<file path="src/verilog/lvs_pkg.sv">
// shared constants, register map and carrier types of the line voltage supervisor
package lvs_pkg;
  localparam int PH_N = 3;                       // number of line phases
  localparam logic [1:0] PH_NONE = 2'h3; // phase select code meaning no phase
  // register addresses on the serial register port
  localparam logic [7:0] A_MODE = 8'h0B;         // measurement_mode
  localparam logic [7:0] A_TOUT = 8'h12;         // crossing_timeout_reload
  localparam logic [7:0] A_DIP_LVL = 8'h13;      // dip_level
  localparam logic [7:0] A_DIP_CYC = 8'h14;      // dip_half_cycles
  localparam logic [7:0] A_VOLTAGE_PEAK_LEVEL = 8'h15;        // voltage_peak_level
  localparam logic [7:0] A_CURRENT_PEAK_LEVEL = 8'h16;        // current_peak_level
  localparam logic [7:0] A_MASK = 8'h17;         // interrupt mask
  localparam logic [7:0] A_STATUS = 8'h18;       // interrupt status, plain read
  localparam logic [7:0] A_STATUS_CLEAR_ON_READ = 8'h19;      // status_clear_on_read
  localparam logic [7:0] A_PERIOD = 8'h1A;       // line period result
  // reset values
  localparam logic [7:0] MODE_RST = 8'h70;       // all phases enabled, phase a
  localparam logic [15:0] TOUT_RST = 16'hFFFF;
  localparam logic [7:0] DIP_LVL_RST = 8'h00;
  localparam logic [7:0] DIP_CYC_RST = 8'hFF;
  localparam logic [7:0] PEAK_RST = 8'hFF;
  localparam logic [15:0] MASK_RST = 16'h0000;
  // timing, in master clock cycles and nanoseconds
  localparam int TO_DIV = 384;                   // timeout decrement interval
  localparam int PERIOD_LSB_NS = 2400;           // period resolution at reference clock
  localparam int MASTER_REF_NS = 100;            // reference master clock period
  localparam int PER_DIV = PERIOD_LSB_NS / MASTER_REF_NS;
  localparam logic [8:0] TO_LAST = 9'(TO_DIV - 1);
  localparam logic [4:0] PER_LAST = 5'(PER_DIV - 1);
  localparam logic [14:0] PERIOD_MAX = 15'h7FFF;
  localparam logic [7:0] HALF_MAX = 8'hFF;
  // measurement_mode layout
  typedef struct packed {
    logic rsvd;
    logic [2:0] crossing_phase_enable;
    logic [1:0] peak_phase_select;
    logic [1:0] period_phase_select;
  } lvs_mode_t;
  // interrupt status and mask layout
  typedef struct packed {
    logic [3:0] rsvd_hi;
    logic cur_peak;
    logic voltage_over_peak_flag;
    logic [2:0] zero_cross;
    logic [2:0] missing_crossing_flag;
    logic [2:0] dip;
    logic rsvd_lo;
  } lvs_status_t;
  // samples and crossing pulses from the signal chain
  typedef struct packed {
    logic valid;
    logic [2:0] zx;
    logic [2:0][15:0] volt;
    logic [2:0][23:0] curr;
  } lvs_samples_t;
  // register access from the serial port
  typedef struct packed {
    logic wr;
    logic rd;
    logic [7:0] addr;
    logic [15:0] wdata;
  } lvs_reg_req_t;
  // per-phase state
  typedef struct packed {
    logic [15:0] tmo_cnt;
    logic armed;
    logic [7:0] half_cnt;
    logic below_all;
    logic sign_prev;
    logic miss_evt;
    logic sag_evt;
  } lvs_ph_state_t;
  // supervisor state
  typedef struct packed {
    lvs_mode_t mode;
    logic [15:0] tout_reload;
    logic [7:0] dip_level;
    logic [7:0] dip_half;
    logic [7:0] voltage_peak_level;
    logic [7:0] current_peak_level;
    lvs_status_t mask;
    lvs_status_t status;
    logic [14:0] period_cnt;
    logic [14:0] period;
    logic [8:0] presc_to;
    logic [4:0] presc_per;
    logic tick_to;
    logic tick_per;
    logic [15:0] rdata;
    logic irq_n;
  } lvs_state_t;
  // magnitude of a signed high byte, nine bits so that -128 fits
  function automatic logic [8:0] abs_hi(input logic [7:0] b);
    abs_hi = b[7] ? 9'(9'h000 - {b[7], b}) : {1'b0, b};
  endfunction
endpackage

</file>
<file path="src/verilog/lvs_phase.sv">
// one phase: missing crossing timeout and voltage dip half-cycle counting
`timescale 1ns/100ps
`default_nettype none
module lvs_phase import lvs_pkg::*; (
  input wire logic core_clk,
  input wire logic srst,
  input wire logic tick_to,
  input wire logic smp_valid,
  input wire logic zx_pulse,
  input wire logic [7:0] v_hi,
  input wire logic [7:0] dip_level,
  input wire logic [7:0] dip_half_cycles,
  input wire logic [15:0] tout_reload,
  output logic miss_evt,
  output logic sag_evt
);
  lvs_ph_state_t q, d;   // whole state and its next value
  logic below;           // this sample under the dip level
  logic [7:0] half_inc;  // saturating next half-cycle count

  // next state
  always_comb begin
    d = q;
    d.miss_evt = 1'b0;
    d.sag_evt = 1'b0;
    below = {1'b0, dip_level} > abs_hi(v_hi);
    half_inc = (q.half_cnt == HALF_MAX) ? HALF_MAX : 8'(q.half_cnt + 8'h01);
    // private timeout counter
    if (zx_pulse) begin
      d.tmo_cnt = tout_reload;
      d.armed = 1'b1;
    end else if (tick_to && q.armed) begin
      if (q.tmo_cnt <= 16'h0001) begin
        d.tmo_cnt = 16'h0000;
        d.armed = 1'b0;
        d.miss_evt = 1'b1;
      end else begin
        d.tmo_cnt = 16'(q.tmo_cnt - 16'h0001);
      end
    end
    // a sign change closes a half cycle
    if (smp_valid) begin
      if (v_hi[7] != q.sign_prev) begin
        if (q.below_all) begin
          d.half_cnt = half_inc;
          d.sag_evt = (half_inc == dip_half_cycles);
        end else begin
          d.half_cnt = 8'h00;
        end
        d.below_all = below;
        d.sign_prev = v_hi[7];
      end else begin
        d.below_all = q.below_all & below;
      end
    end
  end

  // state register
  always_ff @(posedge core_clk) begin
    if (srst) begin
      q <= '{tmo_cnt: TOUT_RST, armed: 1'b1, half_cnt: 8'h00, below_all: 1'b0,
             sign_prev: 1'b0, miss_evt: 1'b0, sag_evt: 1'b0};
    end else begin
      q <= d;
    end
  end

  assign miss_evt = q.miss_evt;
  assign sag_evt = q.sag_evt;

  reload_count_a: assert property (@(posedge core_clk) disable iff (srst)
    zx_pulse |=> q.tmo_cnt == $past(tout_reload) && q.armed)
    else $error("timeout counter not reloaded on crossing");
  miss_at_zero_a: assert property (@(posedge core_clk) disable iff (srst)
    q.miss_evt |-> q.tmo_cnt == 16'h0000 && !q.armed && $past(tick_to))
    else $error("missing crossing fired with counter not at zero");
  sag_count_a: assert property (@(posedge core_clk) disable iff (srst)
    q.sag_evt |-> q.half_cnt == $past(dip_half_cycles) && $past(q.below_all))
    else $error("dip event at wrong half-cycle count");
endmodule
`default_nettype wire

</file>
<file path="src/verilog/lvs_supervisor.sv">
// line voltage supervisor: registers, period, peaks, status flags and interrupt
`timescale 1ns/100ps
`default_nettype none
// register port: one-cycle write and read strobes, read data one cycle on
// read data holds until the next read, so the host may pick it up late
// flags are sticky; an event in the cycle of a clear-on-read is kept
// crossing and timeout interrupts also need the phase enable bit
// a disabled phase shows its missing-crossing flag as set on every read
// phase code 3 parks the period capture or the peak checks
// the host keeps the period phase among the enabled phases
// both dividers run free from reset and never resync to crossings
// the interrupt line is registered, so it never glitches
// every top-level output comes straight from the state register
// Contract
// - crossing interrupt needs mask and phase enable
// - private 16-bit timeout decrements every 384 cycles
// - crossing reloads timeout from shared reload register
// - timeout reaching zero sets missing-crossing flag
// - missing-crossing flag interrupts when its mask set; the code also needs the phase enable bit
// - disabled phase reads missing-crossing flag as set
// - 15-bit period on selected phase, per period
// - period counts in steps of 24 cycles
// - dip check on all phases, shared settings
// - dip flagged at programmed half-cycle count
// - dip interrupts only when its mask set
// - dip level versus absolute voltage high byte
// - below when level strictly above sample
// - one phase selected for voltage and current peaks
// - peak levels versus absolute sample high bytes
// - voltage over peak sets flag, masked interrupt
// - current peak when level strictly below sample
// - rising crossing sets phase crossing flag
// - clear-on-read status read clears flags
module lvs_supervisor import lvs_pkg::*; (
  input wire logic core_clk,
  input wire logic srst,
  input wire lvs_samples_t smp,
  input wire lvs_reg_req_t req,
  output logic [15:0] reg_rdata,
  output logic irq_n
);
  lvs_state_t q, d;            // whole state and its next value
  logic [2:0] miss_evt;        // per-phase missing crossing pulses
  logic [2:0] sag_evt;         // per-phase dip pulses
  lvs_status_t set_v;          // flags raised this cycle
  lvs_status_t view;           // status as software reads it
  lvs_status_t pend;           // flags allowed onto the interrupt
  logic per_valid;             // period phase select names a phase
  logic per_zx;                // rising crossing on period phase
  logic [1:0] psel;            // peak phase
  logic [7:0] v_pk_hi;         // high byte of peak phase voltage
  logic [7:0] i_pk_hi;         // high byte of peak phase current
  logic clr;                   // clear-on-read access this cycle

  // per-phase timeout and dip logic, all sharing one set of settings
  // each phase owns its counters; the settings, the timeout tick and the sample strobe are shared
  generate
    for (genvar p = 0; p < PH_N; p++) begin : g_ph
      lvs_phase u_ph (
        .core_clk(core_clk),
        .srst(srst),
        .tick_to(q.tick_to),
        .smp_valid(smp.valid),
        .zx_pulse(smp.zx[p]),
        .v_hi(smp.volt[p][15:8]),
        .dip_level(q.dip_level),
        .dip_half_cycles(q.dip_half),
        .tout_reload(q.tout_reload),
        .miss_evt(miss_evt[p]),
        .sag_evt(sag_evt[p])
      );
    end
  endgenerate

  // peak phase sample selection
  always_comb begin
    psel = q.mode.peak_phase_select;
    case (psel)
      2'h0: begin
        v_pk_hi = smp.volt[0][15:8];
        i_pk_hi = smp.curr[0][23:16];
      end
      2'h1: begin
        v_pk_hi = smp.volt[1][15:8];
        i_pk_hi = smp.curr[1][23:16];
      end
      2'h2: begin
        v_pk_hi = smp.volt[2][15:8];
        i_pk_hi = smp.curr[2][23:16];
      end
      default: begin
        // no phase: magnitudes of zero never exceed a level
        v_pk_hi = 8'h00;
        i_pk_hi = 8'h00;
      end
    endcase
  end

  // next state
  always_comb begin
    d = q;
    d.tick_to = 1'b0;
    d.tick_per = 1'b0;
    // timeout decrement divider
    if (q.presc_to == TO_LAST) begin
      d.presc_to = 9'h000;
      d.tick_to = 1'b1;
    end else begin
      d.presc_to = 9'(q.presc_to + 9'h001);
    end
    // period resolution divider
    if (q.presc_per == PER_LAST) begin
      d.presc_per = 5'h00;
      d.tick_per = 1'b1;
    end else begin
      d.presc_per = 5'(q.presc_per + 5'h01);
    end
    // period measurement; the host keeps the selected phase enabled
    // phase code 3 parks the measurement; the last result stays readable
    per_valid = q.mode.period_phase_select != PH_NONE;
    per_zx = 1'b0;
    if (per_valid) begin
      per_zx = smp.zx[q.mode.period_phase_select];
    end
    // a capture wins over a tick that lands in the same cycle
    if (per_zx) begin
      d.period = q.period_cnt;
      d.period_cnt = 15'h0000;
    end else if (q.tick_per && q.period_cnt != PERIOD_MAX) begin
      d.period_cnt = 15'(q.period_cnt + 15'h0001);
    end
    // events raised this cycle
    set_v = '0;
    set_v.dip = sag_evt;
    set_v.missing_crossing_flag = miss_evt;
    set_v.zero_cross = smp.zx;
    if (smp.valid) begin
      set_v.voltage_over_peak_flag = abs_hi(v_pk_hi) > {1'b0, q.voltage_peak_level};
      set_v.cur_peak = {1'b0, q.current_peak_level} < abs_hi(i_pk_hi);
    end
    // clear-on-read, with a same-cycle event kept
    clr = req.rd && req.addr == A_STATUS_CLEAR_ON_READ;
    d.status = (clr ? lvs_status_t'('0) : q.status) | set_v;
    // disabled phases show a missing crossing all the time
    view = q.status;
    view.missing_crossing_flag = q.status.missing_crossing_flag
                                 | ~q.mode.crossing_phase_enable;
    // register writes
    // a write lands at the taking edge; a same-cycle read sees the old value
    if (req.wr) begin
      case (req.addr)
        A_MODE: d.mode = lvs_mode_t'(req.wdata[7:0]);
        A_TOUT: d.tout_reload = req.wdata;
        A_DIP_LVL: d.dip_level = req.wdata[7:0];
        A_DIP_CYC: d.dip_half = req.wdata[7:0];
        A_VOLTAGE_PEAK_LEVEL: d.voltage_peak_level = req.wdata[7:0];
        A_CURRENT_PEAK_LEVEL: d.current_peak_level = req.wdata[7:0];
        A_MASK: d.mask = lvs_status_t'(req.wdata);
        default: begin
          // read-only or unmapped: write ignored
        end
      endcase
    end
    // register reads, held until the next read
    if (req.rd) begin
      case (req.addr)
        A_MODE: d.rdata = {8'h00, q.mode};
        A_TOUT: d.rdata = q.tout_reload;
        A_DIP_LVL: d.rdata = {8'h00, q.dip_level};
        A_DIP_CYC: d.rdata = {8'h00, q.dip_half};
        A_VOLTAGE_PEAK_LEVEL: d.rdata = {8'h00, q.voltage_peak_level};
        A_CURRENT_PEAK_LEVEL: d.rdata = {8'h00, q.current_peak_level};
        A_MASK: d.rdata = q.mask;
        A_STATUS: d.rdata = view;
        A_STATUS_CLEAR_ON_READ: d.rdata = view;
        A_PERIOD: d.rdata = {1'b0, q.period};
        default: d.rdata = 16'h0000;
      endcase
    end
    // interrupt: crossing and timeout also need the phase enable
    pend = q.status & q.mask;
    pend.zero_cross = q.status.zero_cross & q.mask.zero_cross
                      & q.mode.crossing_phase_enable;
    pend.missing_crossing_flag = q.status.missing_crossing_flag
                                 & q.mask.missing_crossing_flag
                                 & q.mode.crossing_phase_enable;
    // any pending unmasked flag pulls the line low one cycle later
    d.irq_n = ~(|pend);
  end

  // state register
  always_ff @(posedge core_clk) begin
    if (srst) begin
      q <= '{mode: lvs_mode_t'(MODE_RST), // all phases enabled
             tout_reload: TOUT_RST,
             dip_level: DIP_LVL_RST,
             dip_half: DIP_CYC_RST,
             voltage_peak_level: PEAK_RST,
             current_peak_level: PEAK_RST,
             mask: lvs_status_t'(MASK_RST), // nothing reaches the line
             status: lvs_status_t'('0), // no flags pending
             period_cnt: 15'h0000,
             period: 15'h0000,
             presc_to: 9'h000, // first timeout tick one interval on
             presc_per: 5'h00,
             tick_to: 1'b0,
             tick_per: 1'b0,
             rdata: 16'h0000,
             irq_n: 1'b1}; // line released
    end else begin
      q <= d;
    end
  end

  assign reg_rdata = q.rdata;
  assign irq_n = q.irq_n;

  // all phases disabled with only crossing masks set keeps the line high
  zx_gate_a: assert property (@(posedge core_clk) disable iff (srst)
    (q.mask.zero_cross != 3'h0 && q.mask.missing_crossing_flag == 3'h0
     && q.mask.dip == 3'h0 && !q.mask.voltage_over_peak_flag && !q.mask.cur_peak
     && q.mode.crossing_phase_enable == 3'h0) |=> irq_n)
    else $error("crossing interrupt not gated by phase enable");
  to_tick_gap_a: assert property (@(posedge core_clk) disable iff (srst)
    q.tick_to |=> !q.tick_to [*8])
    else $error("timeout tick too frequent");
  miss_flag_a: assert property (@(posedge core_clk) disable iff (srst)
    miss_evt != 3'h0 |=> (q.status.missing_crossing_flag & $past(miss_evt)) == $past(miss_evt))
    else $error("missing crossing event lost");
  miss_view_a: assert property (@(posedge core_clk) disable iff (srst)
    (req.rd && req.addr == A_STATUS && !q.mode.crossing_phase_enable[0]) |=> reg_rdata[4])
    else $error("disabled phase does not read missing crossing");
  period_cap_a: assert property (@(posedge core_clk) disable iff (srst)
    per_zx |=> q.period == $past(q.period_cnt) && q.period_cnt == 15'h0000)
    else $error("period not captured on crossing");
  period_step_a: assert property (@(posedge core_clk) disable iff (srst)
    (!per_zx && q.period_cnt != PERIOD_MAX && !q.tick_per) |=> $stable(q.period_cnt))
    else $error("period counter moved without resolution tick");
  voltage_peak_level_flag_a: assert property (@(posedge core_clk) disable iff (srst)
    (smp.valid && psel != PH_NONE && abs_hi(v_pk_hi) > {1'b0, q.voltage_peak_level})
    |=> q.status.voltage_over_peak_flag)
    else $error("voltage peak not flagged");
  current_peak_level_flag_a: assert property (@(posedge core_clk) disable iff (srst)
    (smp.valid && psel != PH_NONE && abs_hi(i_pk_hi) > {1'b0, q.current_peak_level})
    |=> q.status.cur_peak)
    else $error("current peak not flagged");
  rd_clear_a: assert property (@(posedge core_clk) disable iff (srst)
    (clr && set_v == lvs_status_t'('0)) |=> q.status == lvs_status_t'('0))
    else $error("clear-on-read left flags set");
  dip_irq_a: assert property (@(posedge core_clk) disable iff (srst)
    (q.status.dip[0] && q.mask.dip[0]) |=> !irq_n)
    else $error("unmasked dip did not assert interrupt");

  // every rising crossing is latched into its flag
  zx_flag_a: assert property (@(posedge core_clk) disable iff (srst)
    smp.zx != 3'h0 |=> (q.status.zero_cross & $past(smp.zx)) == $past(smp.zx))
    else $error("crossing flag not set");

  // an enabled, unmasked crossing flag pulls the line low
  zx_irq_a: assert property (@(posedge core_clk) disable iff (srst)
    (q.status.zero_cross & q.mask.zero_cross & q.mode.crossing_phase_enable) != 3'h0
    |=> !irq_n)
    else $error("enabled crossing did not interrupt");

  // an enabled, unmasked missing crossing pulls the line low
  miss_irq_a: assert property (@(posedge core_clk) disable iff (srst)
    (q.status.missing_crossing_flag & q.mask.missing_crossing_flag
     & q.mode.crossing_phase_enable) != 3'h0 |=> !irq_n)
    else $error("missing crossing did not interrupt");

  // every dip pulse is latched into its flag
  dip_flag_a: assert property (@(posedge core_clk) disable iff (srst)
    sag_evt != 3'h0 |=> (q.status.dip & $past(sag_evt)) == $past(sag_evt))
    else $error("dip event lost");

  // no masked flag pending keeps the line high
  irq_idle_a: assert property (@(posedge core_clk) disable iff (srst)
    (q.status & q.mask) == lvs_status_t'('0) |=> irq_n)
    else $error("interrupt without an unmasked flag");

  // an unmasked voltage peak pulls the line low
  voltage_peak_level_irq_a: assert property (@(posedge core_clk) disable iff (srst)
    (q.status.voltage_over_peak_flag && q.mask.voltage_over_peak_flag) |=> !irq_n)
    else $error("voltage peak did not interrupt");

  // a voltage at the level is not a peak
  voltage_peak_level_quiet_a: assert property (@(posedge core_clk) disable iff (srst)
    (smp.valid && abs_hi(v_pk_hi) <= {1'b0, q.voltage_peak_level} && !q.status.voltage_over_peak_flag)
    |=> !q.status.voltage_over_peak_flag)
    else $error("voltage peak flagged at or below level");

  // a current at the level is not a peak
  current_peak_level_quiet_a: assert property (@(posedge core_clk) disable iff (srst)
    (smp.valid && abs_hi(i_pk_hi) <= {1'b0, q.current_peak_level} && !q.status.cur_peak)
    |=> !q.status.cur_peak)
    else $error("current peak flagged at or below level");

  // no peak phase raises no peak flag
  peak_none_a: assert property (@(posedge core_clk) disable iff (srst)
    (psel == PH_NONE && !q.status.cur_peak && !q.status.voltage_over_peak_flag)
    |=> !q.status.cur_peak && !q.status.voltage_over_peak_flag)
    else $error("peak flagged with no phase selected");

  // timeout tick follows the last divider count
  to_tick_rate_a: assert property (@(posedge core_clk) disable iff (srst)
    q.presc_to == TO_LAST |=> q.tick_to)
    else $error("timeout tick missing");

  // period ticks stay apart
  per_tick_gap_a: assert property (@(posedge core_clk) disable iff (srst)
    q.tick_per |=> !q.tick_per [*8])
    else $error("period tick too frequent");

  // one count per period tick
  period_tick_a: assert property (@(posedge core_clk) disable iff (srst)
    (!per_zx && q.tick_per && q.period_cnt != PERIOD_MAX)
    |=> q.period_cnt == 15'($past(q.period_cnt) + 15'h0001))
    else $error("period counter missed a tick");

  // the period counter saturates
  period_sat_a: assert property (@(posedge core_clk) disable iff (srst)
    (!per_zx && q.period_cnt == PERIOD_MAX) |=> q.period_cnt == PERIOD_MAX)
    else $error("period counter wrapped");

  // mode writes land whole
  mode_wr_a: assert property (@(posedge core_clk) disable iff (srst)
    (req.wr && req.addr == A_MODE) |=> q.mode == lvs_mode_t'($past(req.wdata[7:0])))
    else $error("mode write lost");

  // reload writes land whole
  reload_wr_a: assert property (@(posedge core_clk) disable iff (srst)
    (req.wr && req.addr == A_TOUT) |=> q.tout_reload == $past(req.wdata))
    else $error("reload write lost");

  // dip level writes take the low byte
  dip_lvl_wr_a: assert property (@(posedge core_clk) disable iff (srst)
    (req.wr && req.addr == A_DIP_LVL) |=> q.dip_level == $past(req.wdata[7:0]))
    else $error("dip level write lost");
endmodule
`default_nettype wire
</file>
<file path="config.mk">
export PLATFORM = sky130hd
export DESIGN_NAME = lvs_supervisor
export DESIGN_NICKNAME = d
export VERILOG_FILES = /design/src/verilog/lvs_pkg.sv /design/src/verilog/lvs_phase.sv /design/src/verilog/lvs_supervisor.sv
export SDC_FILE = /design/constraint.sdc
export NUM_CORES = 1
export LEC_CHECK = 0
export ABC_AREA = 1
export BUFFER_PORTS_ARGS = -buffer_cell sky130_fd_sc_hd__buf_2
export CORE_MARGIN = 8
export CORE_UTILIZATION = 40
export CTS_CLUSTER_DIAMETER = 150
export CTS_CLUSTER_SIZE = 30
export DETAILED_ROUTE_END_ITERATION = 7
export PLACE_DENSITY = 0.56
export SLEW_MARGIN = 20
export SYNTH_ARGS = -nofsm -noshare
export SYNTH_HDL_FRONTEND = slang
export SYNTH_SLANG_ARGS = --single-unit
export TNS_END_PERCENT = 20
</file>
<file path="constraint.sdc">
create_clock -name core_clk -period 4.1 [get_ports core_clk]
set_clock_uncertainty 0.2 [all_clocks]
set_input_delay 0.41 -clock core_clk [delete_from_list [all_inputs] [get_ports core_clk]]
set_output_delay 0.41 -clock core_clk [all_outputs]
set_load 0.02 [all_outputs]
</file>
==> out/metrics.cfg, run 1 <==
[yosys]
synth-main-ff-cell=dfxtp_1
synth_fp_nets=2270
synth-edff-count=0
avgSynthCellArea_um2=6.748
synth-seq-cells=233
synth_top_area_cell=dfxtp_1
ys_seq_area_share_pct=33.52
post-synth-top-area-fraction_pct=33.52
synth_warnings=0
synth_area_leaders=dfxtp_1 (34%), nand2_1 (14%), nand3_1 (8.7%)
synthArstFlopShare_pct=0
synth_cell_types=52
synthesis.area_mm2=0.01391
synth_cells=2062

[power_and_ir_drop]
cellPowerDensity_mw_per_mm2=270.4
switchingPower_mw=1.081
power_frac_clock_pct=30.8
power_frac_comb_pct=11.1
swShare_pct=26.81
seqPwrFrac_pct=58.1
p_int_mw=2.951
p_leak_nw=6.392
peakVddDrop_v=0.0002186

[cts]
clock_sinks=233
cts.path.max_buffers=3
cts_tree=done
path_clk_slew_ns=0.12
cts-hold-fix-buffers=5
root_buffer=clkbuf_16
numCtsBuffers=11
cts_resized=0
clock_latency_ns=0.49
htree_levels=1
cts_setup_buffers=0

[routing]
vias=13547
drc=0
via_per_inst=5.302
drt_iter0_drc=893
wl_mm=42.03
first_pass_iters=5
ant_nets=0
avgRoutedWirePerCell_um=16.45

[critical_path]
critPathArrivalTime_ns=3.52
crit_chain=buf_4 -> inv_2 -> nand2_1 -> o22ai_1 -> a21oi_1 -> ha_1 -> inv_1 -> nor3_1 -> nor2_1 -> xor2_1 -> ha_1 -> nand2_1 -> inv_1 -> nand2_1 -> o211ai_1 -> nand2_1 -> nand2_1 -> nand3_1 -> a21oi_1
crit_top_cell=nand2_1
cpPeakStageDelay_ns=0.37
crit_type=flip-flop to flip-flop
path_buf_inv=4
endpoint_kind=flip-flop
worstPathRequired_ns=4.31
r2r_cells=19
startpoint=psel[0]
reg2reg_from=psel[0]
critPathSlowestCell=a21oi_1
crit_path_max_fanout=10
crit_family=compound AO/OA/AOI/OAI gates
cp-start-kind=flip-flop
critical_path_cell_count=19

[floorplan]
die_y_um=202.5
num_io_pins=169
core_area_mm2=0.03437
dieArea_mm2=0.04101
initial_utilization_pct=40.48
die_w_um=202.5
core.rowCount=68

[hold_path]
hold_depth=3
hp-class=input pin to flip-flop
hold_path_startpoint=req[12]

[place]
post-place-ws_ns=0.8447
place_congestion=0.9113
io_buffers=96
hpwl_mm=31.42

[grt]
grt_pass1_vias=12971
grt_first_pass_wirelength_mm=67.68
grt_max_degree=142
overflow=0
grtUsageTotal_pct=19.88
antenna_found_initial=2

[final_layout]
nNetsFinal=2308
final_common_cell=nand2_1
layout-drive-gt1-share_pct=8.385
mostFrequentLayoutCells=nand2_1 (502), nand3_1 (241), dfxtp_1 (233)
area_growth_pct=7.176
postLayoutCoreUtil_pct=43.39

[timing]
finalHoldViolCount=0
rsz0062_at_grt=no
worst_hold_slack_ns=0.006406
finalSetupViolations=0
finalCritPeriodShare_pct=80.68
drv_slew=0
worst_pin_slew_ns=1.145
relSlewSlack_pct=23.40
setup_ws_ns=0.7920
min_period_ns=3.308
fin_setup_tns_ns=0
fmax_mhz=302.3

[outcome]
status=finished clean

[run]
maxCapViolCount=0

[tightest hold or removal path, stage by stage]
cell	delay, ns
buf_2	0.10
nand3_1	0.08
nand3_1	0.08
[power groups by stage]
stage | Sequential, mW | Clock, mW | Combinational [mW]
after floorplan | 2.38 | 0 | 0.300
after global placement | 2.39 | 0 | 0.435
after detailed placement | 2.39 | 0 | 0.444
after CTS | 2.34 | 1.29 | 0.449
after global routing | 2.35 | 1.36 | 0.509
final | 2.34 | 1.24 | 0.449
[layer usage]
metal / global-route usage, % / vias to the layer above / routed length, um
met5: 0 / - / 11
met3: 1.992 / 72 / 1835
met2: 34.38 / 305 / 20030
met1: 25.60 / 6271 / 18780
met4: 6.553 / 2 / 1365
li1: - / 6897 / -
[through the flow]
stage	cells	cell area, um^2	total power, mW
after global routing	2554	14910	4.217
after floorplan	2062	13910	2.680
after global placement	2537	14570	2.825
after detailed placement	2537	14570	2.834
final	2555	14910	4.032
after CTS	2554	14910	4.078
[registers in the layout (all words and copies together) (netlist names)]
signal and cells:
reg_rdata 16, g_ph.u_ph.sag_evt 3, psel 2, irq_n 1, q 127, g_ph.u_ph.miss_evt 3
g_ph.u_ph.q 81
[Yosys cell counts, types with 9 or more instances]
cell type,n
a21oi_1,184
buf_2,22
buf_4,22
clkbuf_1,29
dfxtp_1,233
ha_1,56
inv_1,198
inv_2,13
nand2_1,502
nand2_2,11
nand3_1,241
nand4_1,33
nor2_1,177
nor2_2,9
nor2_4,11
nor3_1,26
o211ai_1,34
o21ai_0,90
o21bai_1,17
o32ai_1,11
xnor2_1,25
xor2_1,45
[cells by family (layout without fill, tap and decap cells)]
family / Yosys count / in the layout / synth area share (%)
AO/OA/AOI/OAI: 367 / 367 / 15.01
XOR/XNOR: 70 / 70 / 4.406
adder cells (fa/ha/maj): 56 / 56 / 5.036
buffers and inverters: 298 / 335 / 9.181
flip-flops: 233 / 233 / 33.52
other: 0 / 1 / 0
AND/OR/NAND/NOR: 1038 / 1038 / 32.85
[path summary, 6_finish.rpt]
| path | to | slack (ns) |
|---|---|---|
| worst max-delay path | q[73] | 0.79 |
| worst min-delay path | q[139] | 0.006 |
| worst max register to register | q[73] | 0.79 |
| worst min register to register | q[66] | 0.25 |
[final cells by class]
cell class / count / area, um^2
inverters: 213 / 802.0
fillers: 3711 / 19460
repair buffers: 110 / 613.1
multi-input cells: 1531 / 7978
well taps: 455 / 569.3
diodes: 1 / 2.502
flip-flops and latches: 233 / 4664
clock buffers: 11 / 275.3
clock inverters: 1 / 8.758
Note: power is estimated with default switching activity, not from simulation.
==> inputs of run 2 (changes only) <==
==> constraint.sdc (replaced) <==
create_clock -name core_clk -period 3.3 [get_ports core_clk]
set_clock_uncertainty 0.2 [all_clocks]
set_input_delay 0.33 -clock core_clk [delete_from_list [all_inputs] [get_ports core_clk]]
set_output_delay 0.33 -clock core_clk [all_outputs]
set_load 0.02 [all_outputs]
==> run 2 against run 1 <==
Sequential power up 24%. Largest power group unchanged. Global-route usage fell by 0.14 points. Worst setup slack lost 0.38 ns. Non-clock buffer count grew 19. Clock power grew 23%. Register-to-register slack got worse by 0.38 ns. Via count decreased by 0.42%. Die area stayed put. Sequential share of layout area is 0.31 points lower. Combinational power rose by 27%. Cell count up 0.70%.
==> out/metrics.cfg, run 2 (synthesized netlist as in run 1, its figures left out) <==
[routing]
avgRoutedWirePerCell_um=16.27  ; was 16.45 um
via_per_inst=5.243  ; was 5.302
drt_iter0_drc=659  ; was 893
first_pass_iters=7  ; was 5
ant_nets=0  ; unchanged
drc=0  ; unchanged
wl_mm=41.87  ; was 42.03 mm
vias=13490  ; was 13,547

[final_layout]
largest_reg_flops=127  ; unchanged
nNetsFinal=2327  ; was 2,308
fillers=3612  ; was 3,711
fin_area_mm2=0.01507  ; was 0.01491 mm^2
top_register=q  ; unchanged
antennaDiodeCount=0  ; was 1
final_common_cell=nand2_1  ; unchanged
layout-drive-gt1-share_pct=8.924  ; was 8.385%
mostFrequentLayoutCells=nand2_1 (501), nand3_1 (241), dfxtp_1 (231)  ; was nand2_1 (502), nand3_1 (241), dfxtp_1 (233)
area_growth_pct=8.309  ; was 7.176%

[timing]
min_period_ns=2.890  ; was 3.308 ns
fin_setup_tns_ns=0  ; unchanged
worst_pin_slew_ns=0.9443  ; was 1.145 ns
finalSetupViolations=0  ; unchanged
fmax_mhz=346.0  ; was 302.3 MHz
rsz0062_at_grt=no  ; unchanged
relSlewSlack_pct=37.05  ; was 23.40%
finalHoldViolCount=0  ; unchanged
drv_slew=0  ; unchanged
finalCritPeriodShare_pct=87.57  ; was 80.68%
setup_ws_ns=0.4102  ; was 0.7920 ns

[critical_path]
worstPathRequired_ns=3.52  ; was 4.31 ns
rr_endpoint=q[73]  ; unchanged
startpoint=psel[0]  ; unchanged
r2r_cells=19  ; unchanged
reg2reg_from=psel[0]  ; unchanged
crit_type=flip-flop to flip-flop  ; unchanged
cp-start-kind=flip-flop  ; unchanged
reg2reg_slack_ns=0.41  ; was 0.79 ns
critPathArrivalTime_ns=3.10  ; was 3.52 ns
crit_path_max_fanout=6  ; was 10
endpoint_kind=flip-flop  ; unchanged
cp-endpoint=q[73]  ; unchanged

[power_and_ir_drop]
cellPowerDensity_mw_per_mm2=332.3  ; was 270.4 mW/mm^2
power_frac_comb_pct=11.4  ; was 11.1%
swShare_pct=26.62  ; was 26.81%
p_leak_nw=6.480  ; was 6.392 nW
power_frac_clock_pct=30.6  ; was 30.8%
power_mw=5.009  ; was 4.032 mW
p_int_mw=3.675  ; was 2.951 mW
peakVddDrop_v=0.0002947  ; was 0.0002186 V
switchingPower_mw=1.333  ; was 1.081 mW
seqPwrFrac_pct=58.0  ; was 58.1%

[grt]
grt_pass1_vias=12785  ; was 12,971
grtUsageTotal_pct=19.74  ; was 19.88%
overflow=0  ; unchanged
grt_max_degree=82  ; was 142
antenna_found_initial=2  ; unchanged
grt_first_pass_wirelength_mm=67.16  ; was 67.68 mm

[cts]
numCtsBuffers=11  ; unchanged
cts_tree=done  ; unchanged
cts_setup_buffers=0  ; unchanged
cts.path.max_buffers=3  ; unchanged
clock_latency_ns=0.48  ; was 0.49 ns
clock_sinks=233  ; unchanged
root_buffer=clkbuf_16  ; unchanged
path_clk_slew_ns=0.11  ; was 0.12 ns
htree_levels=1  ; unchanged

[floorplan]
core.rowCount=68  ; unchanged
initial_utilization_pct=40.48  ; unchanged
core_area_mm2=0.03437  ; unchanged
die_y_um=202.5  ; unchanged
num_io_pins=169  ; unchanged
dieArea_mm2=0.04101  ; unchanged
die_w_um=202.5  ; unchanged

[place]
post-place-ws_ns=0.2562  ; was 0.8447 ns
place_area_mm2=0.01466  ; was 0.01457 mm^2
hpwl_mm=32.06  ; was 31.42 mm
place_congestion=0.9260  ; was 0.9113
io_buffers=96  ; unchanged

[run]
maxCapViolCount=0  ; unchanged

[hold_path]
hold_path_startpoint=req[3]  ; was req[12]
hp-class=input pin to flip-flop  ; unchanged

[outcome]
status=finished clean  ; unchanged

run 2: cell count changes in the layout (fill, tap and decap cells not counted):
| cell | previous run | this run |
|---|---|---|
| dfxtp_2 | 0 | 2 |
| buf_4 | 9 | 21 |
| nand2_1 | 502 | 501 |
| dlygate4sd3_1 | 5 | 12 |
| nand2_2 | 11 | 12 |
| nor2_2 | 11 | 9 |
| diode_2 | 1 | 0 |
| dfxtp_1 | 233 | 231 |
| nor2_1 | 175 | 177 |
run 2: final cells by class:
class | instances | area (um^2) | share of cell area (%)
Multi-Input combinational cell | 1531 | 7975 | 52.92
Clock inverter | 1 | 8.758 | 0.05812
Tap cell | 455 | 569.3 | 3.778
Clock buffer | 11 | 275.3 | 1.826
Timing Repair Buffer | 129 | 773.2 | 5.131
Sequential cell | 233 | 4667 | 30.97
Inverter | 213 | 802.0 | 5.322
run 2: worst min path at each step:
| stage | endpoint | cells past startpoint | slack (ns) |
|---|---|---|---|
| global route | q[86] | 3 | 0.02 |
| detailed placement | q[66] | 2 | 0.23 |
| floorplan | q[64] | 2 | 0.21 |
| finish | q[82] | 3 | 0.03 |
| CTS | q[84] | 3 | 0.01 |
| global placement | q[66] | 2 | 0.22 |
run 2: routing by layer:
metal / track usage, % / wire length [um]
met5: 0 / 13
met4: 5.335 / 1122
met3: 1.721 / 1535
met2: 34.24 / 19940
met1: 25.94 / 19260
run 2: per-stage QoR:
step                      utilization, %  hold slack [ns]  std cells
after global placement             42.65           0.2203       2549
after detailed placement           42.65           0.2337       2549
final                              43.84          0.02567       2573
after CTS                          43.83          0.01104       2573
after floorplan                        -           0.2130       2062
after global routing               43.84          0.01601       2573
run 2: timing repair:
action / CTS / global route
resized for setup: 0 / 3
endpoints found under the setup margin: 0 / 1
hold buffers: 12 / 0
endpoints found under the hold margin: 31 / 0
run 2: power by group through the flow:
| stage | Combinational [mW] | Sequential (mW) | Clock [mW] |
|---|---|---|---|
| final | 0.571 | 2.91 | 1.53 |
| after detailed placement | 0.558 | 2.97 | 0 |
| after floorplan | 0.373 | 2.96 | 0 |
| after CTS | 0.572 | 2.91 | 1.59 |
| after global placement | 0.548 | 2.97 | 0 |
| after global routing | 0.646 | 2.92 | 1.68 |
run 2: worst max-delay path, cell delays in order (launching register included):
cell      delay, ns
dfxtp_2        0.42
inv_2          0.09
nand2_2        0.12
o21ai_1        0.06
or2_0          0.23
inv_1          0.09
ha_1           0.18
inv_1          0.06
nor3_1         0.19
nor2_1         0.07
xor2_1         0.15
ha_1           0.31
nand2_1        0.06
inv_1          0.08
nand2_1        0.05
o211ai_1       0.15
nand2_1        0.07
nand2_1        0.05
nand3_1        0.06
a21oi_1        0.12
==> inputs of run 3 (changes only) <==
--- a/config.mk
+++ b/config.mk
@@ -7,7 +7,7 @@
 export LEC_CHECK = 0
 export ABC_AREA = 1
 export BUFFER_PORTS_ARGS = -buffer_cell sky130_fd_sc_hd__buf_2
-export CORE_MARGIN = 8
+export CORE_MARGIN = 2
 export CORE_UTILIZATION = 40
 export CTS_CLUSTER_DIAMETER = 150
 export CTS_CLUSTER_SIZE = 30
==> run 3 against run 2 <==
First-iteration DRC count grew 35%. Routed wire length down 1.0%. Sequential power about the same. Sequential share of layout area barely moved. Critical path type unchanged. Critical endpoint unchanged. Clock power hardly changed. Worst setup slack lost 0.052 ns. Largest cell class unchanged. Global-route usage up 2.9 points. Power is 0.53% higher.
==> out/metrics.cfg, run 3 (synthesized netlist as in run 1, its figures left out) <==
[timing]
fmax_mhz=339.9  ; was 346.0 MHz
finalCritPeriodShare_pct=89.15  ; was 87.57%
relSlewSlack_pct=42.49  ; was 37.05%
rsz0062_at_grt=no  ; unchanged
min_period_ns=2.942  ; was 2.890 ns
finalSetupViolations=0  ; unchanged
setup_ws_ns=0.3580  ; was 0.4102 ns
worst_pin_slew_ns=0.8626  ; was 0.9443 ns
finalHoldViolCount=0  ; unchanged
fin_setup_tns_ns=0  ; unchanged
drv_slew=0  ; unchanged

[routing]
drc=0  ; unchanged
wl_mm=41.44  ; was 41.87 mm
avgRoutedWirePerCell_um=16.12  ; was 16.27 um
first_pass_iters=5  ; was 7
ant_nets=0  ; unchanged
via_per_inst=5.252  ; was 5.243
drt_iter0_drc=887  ; was 659
vias=13503  ; was 13,490

[final_layout]
top_register=q  ; unchanged
layout-drive-gt1-share_pct=8.747  ; was 8.924%
area_growth_pct=8.120  ; was 8.309%
fin_area_mm2=0.01504  ; was 0.01507 mm^2
nNetsFinal=2324  ; was 2,327
mostFrequentLayoutCells=nand2_1 (502), nand3_1 (241), dfxtp_1 (232)  ; was nand2_1 (501), nand3_1 (241), dfxtp_1 (231)
final_common_cell=nand2_1  ; unchanged
largest_reg_flops=127  ; unchanged
postLayoutCoreUtil_pct=43.77  ; was 43.84%

[grt]
grt_max_degree=142  ; was 82
antenna_found_initial=1  ; was 2
grtUsageTotal_pct=22.68  ; was 19.74%
grt_first_pass_wirelength_mm=66.36  ; was 67.16 mm
overflow=0  ; unchanged
grt_pass1_vias=12638  ; was 12,785

[critical_path]
crit_path_max_fanout=6  ; unchanged
endpoint_kind=flip-flop  ; unchanged
crit_type=flip-flop to flip-flop  ; unchanged
cp-start-kind=flip-flop  ; unchanged
critPathArrivalTime_ns=3.17  ; was 3.10 ns
worstPathRequired_ns=3.53  ; was 3.52 ns

[cts]
cts_tree=done  ; unchanged
htree_levels=1  ; unchanged
numCtsBuffers=11  ; unchanged
clock_sinks=233  ; unchanged
clock_latency_ns=0.49  ; was 0.48 ns
root_buffer=clkbuf_16  ; unchanged
cts.path.max_buffers=3  ; unchanged
path_clk_slew_ns=0.12  ; was 0.11 ns

[floorplan]
dieArea_mm2=0.03629  ; was 0.04101 mm^2
die_y_um=190.5  ; was 202.5 um
num_io_pins=169  ; unchanged
core.rowCount=68  ; unchanged
core_area_mm2=0.03437  ; unchanged
initial_utilization_pct=40.48  ; unchanged
die_w_um=190.5  ; was 202.5 um

[power_and_ir_drop]
peakVddDrop_v=0.0002860  ; was 0.0002947 V
power_mw=5.035  ; was 5.009 mW
p_leak_nw=6.467  ; was 6.480 nW
cellPowerDensity_mw_per_mm2=334.7  ; was 332.3 mW/mm^2

[run]
maxCapViolCount=0  ; unchanged

[outcome]
status=finished clean  ; unchanged

[place]
hpwl_mm=31.08  ; was 32.06 mm
io_buffers=96  ; unchanged
place_area_mm2=0.01465  ; was 0.01466 mm^2
post-place-ws_ns=0.2898  ; was 0.2562 ns
place_congestion=0.9200  ; was 0.9260

[hold_path]
hp-class=input pin to flip-flop  ; unchanged

[run 3: report_power, final]
part	internal, mW	switching [mW]	total, mW	leakage (nW)
logic	0.199	0.369	0.568	4.43
registers	2.86	0.0493	2.91	1.89
clock network	0.616	0.942	1.56	0.140
[run 3: worst max-delay path, cell delays in order, from the launching register on]
cell      delay (ns)
dfxtp_2         0.43
inv_2           0.09
nand2_1         0.17
o21ai_1         0.07
or2_0           0.24
inv_1           0.09
ha_1            0.18
inv_1           0.06
nor3_1          0.17
nor2_1          0.07
xor2_1          0.15
ha_1            0.30
nand2_1         0.06
inv_1           0.07
nand2_1         0.05
o211ai_1        0.16
nand2_1         0.07
nand2_1         0.06
nand3_1         0.06
a21oi_1         0.12
[run 3: through the flow]
stage                     instances  hold WS [ns]
after floorplan                2062        0.2130
after global placement         2547        0.2190
after detailed placement       2547        0.2244
after CTS                      2570       0.01202
after global routing           2570       0.01892
final                          2571       0.02855
[run 3: worst paths after layout]
check | from | to | slack [ns] | depth (start not counted)
max | psel[0] | q[73] | 0.36 | 19
min | req[3] | q[82] | 0.03 | 3
max reg2reg | psel[0] | q[73] | 0.36 | 19
min reg2reg | g_ph[2].u_ph.sag_evt | q[66] | 0.25 | 2
[run 3: cell type report]
class | instances | area, um^2
clock buffers | 11 | 275.3
flip-flops and latches | 233 | 4666
fillers | 3637 | 19330
well taps | 455 | 569.3
clock inverters | 1 | 8.758
inverters | 213 | 802.0
multi-input cells | 1531 | 7973
repair buffers | 126 | 748.2
diodes | 1 | 2.502
[run 3: timing repair]
item	in CTS	in global routing
resized for setup	0	1
endpoints found under the hold margin	25	0
buffers inserted	0	0
hold buffers	11	0
setup endpoints to repair	0	1
[run 3: layer usage]
layer  GRT usage, %  up-vias  share of wire (%)
met3          1.822       50                3.6
li1               -     6938                  -
met2          39.66      253                 48
met4          5.844        0                2.7
met5              0        -                  0
met1          30.08     6262                 46
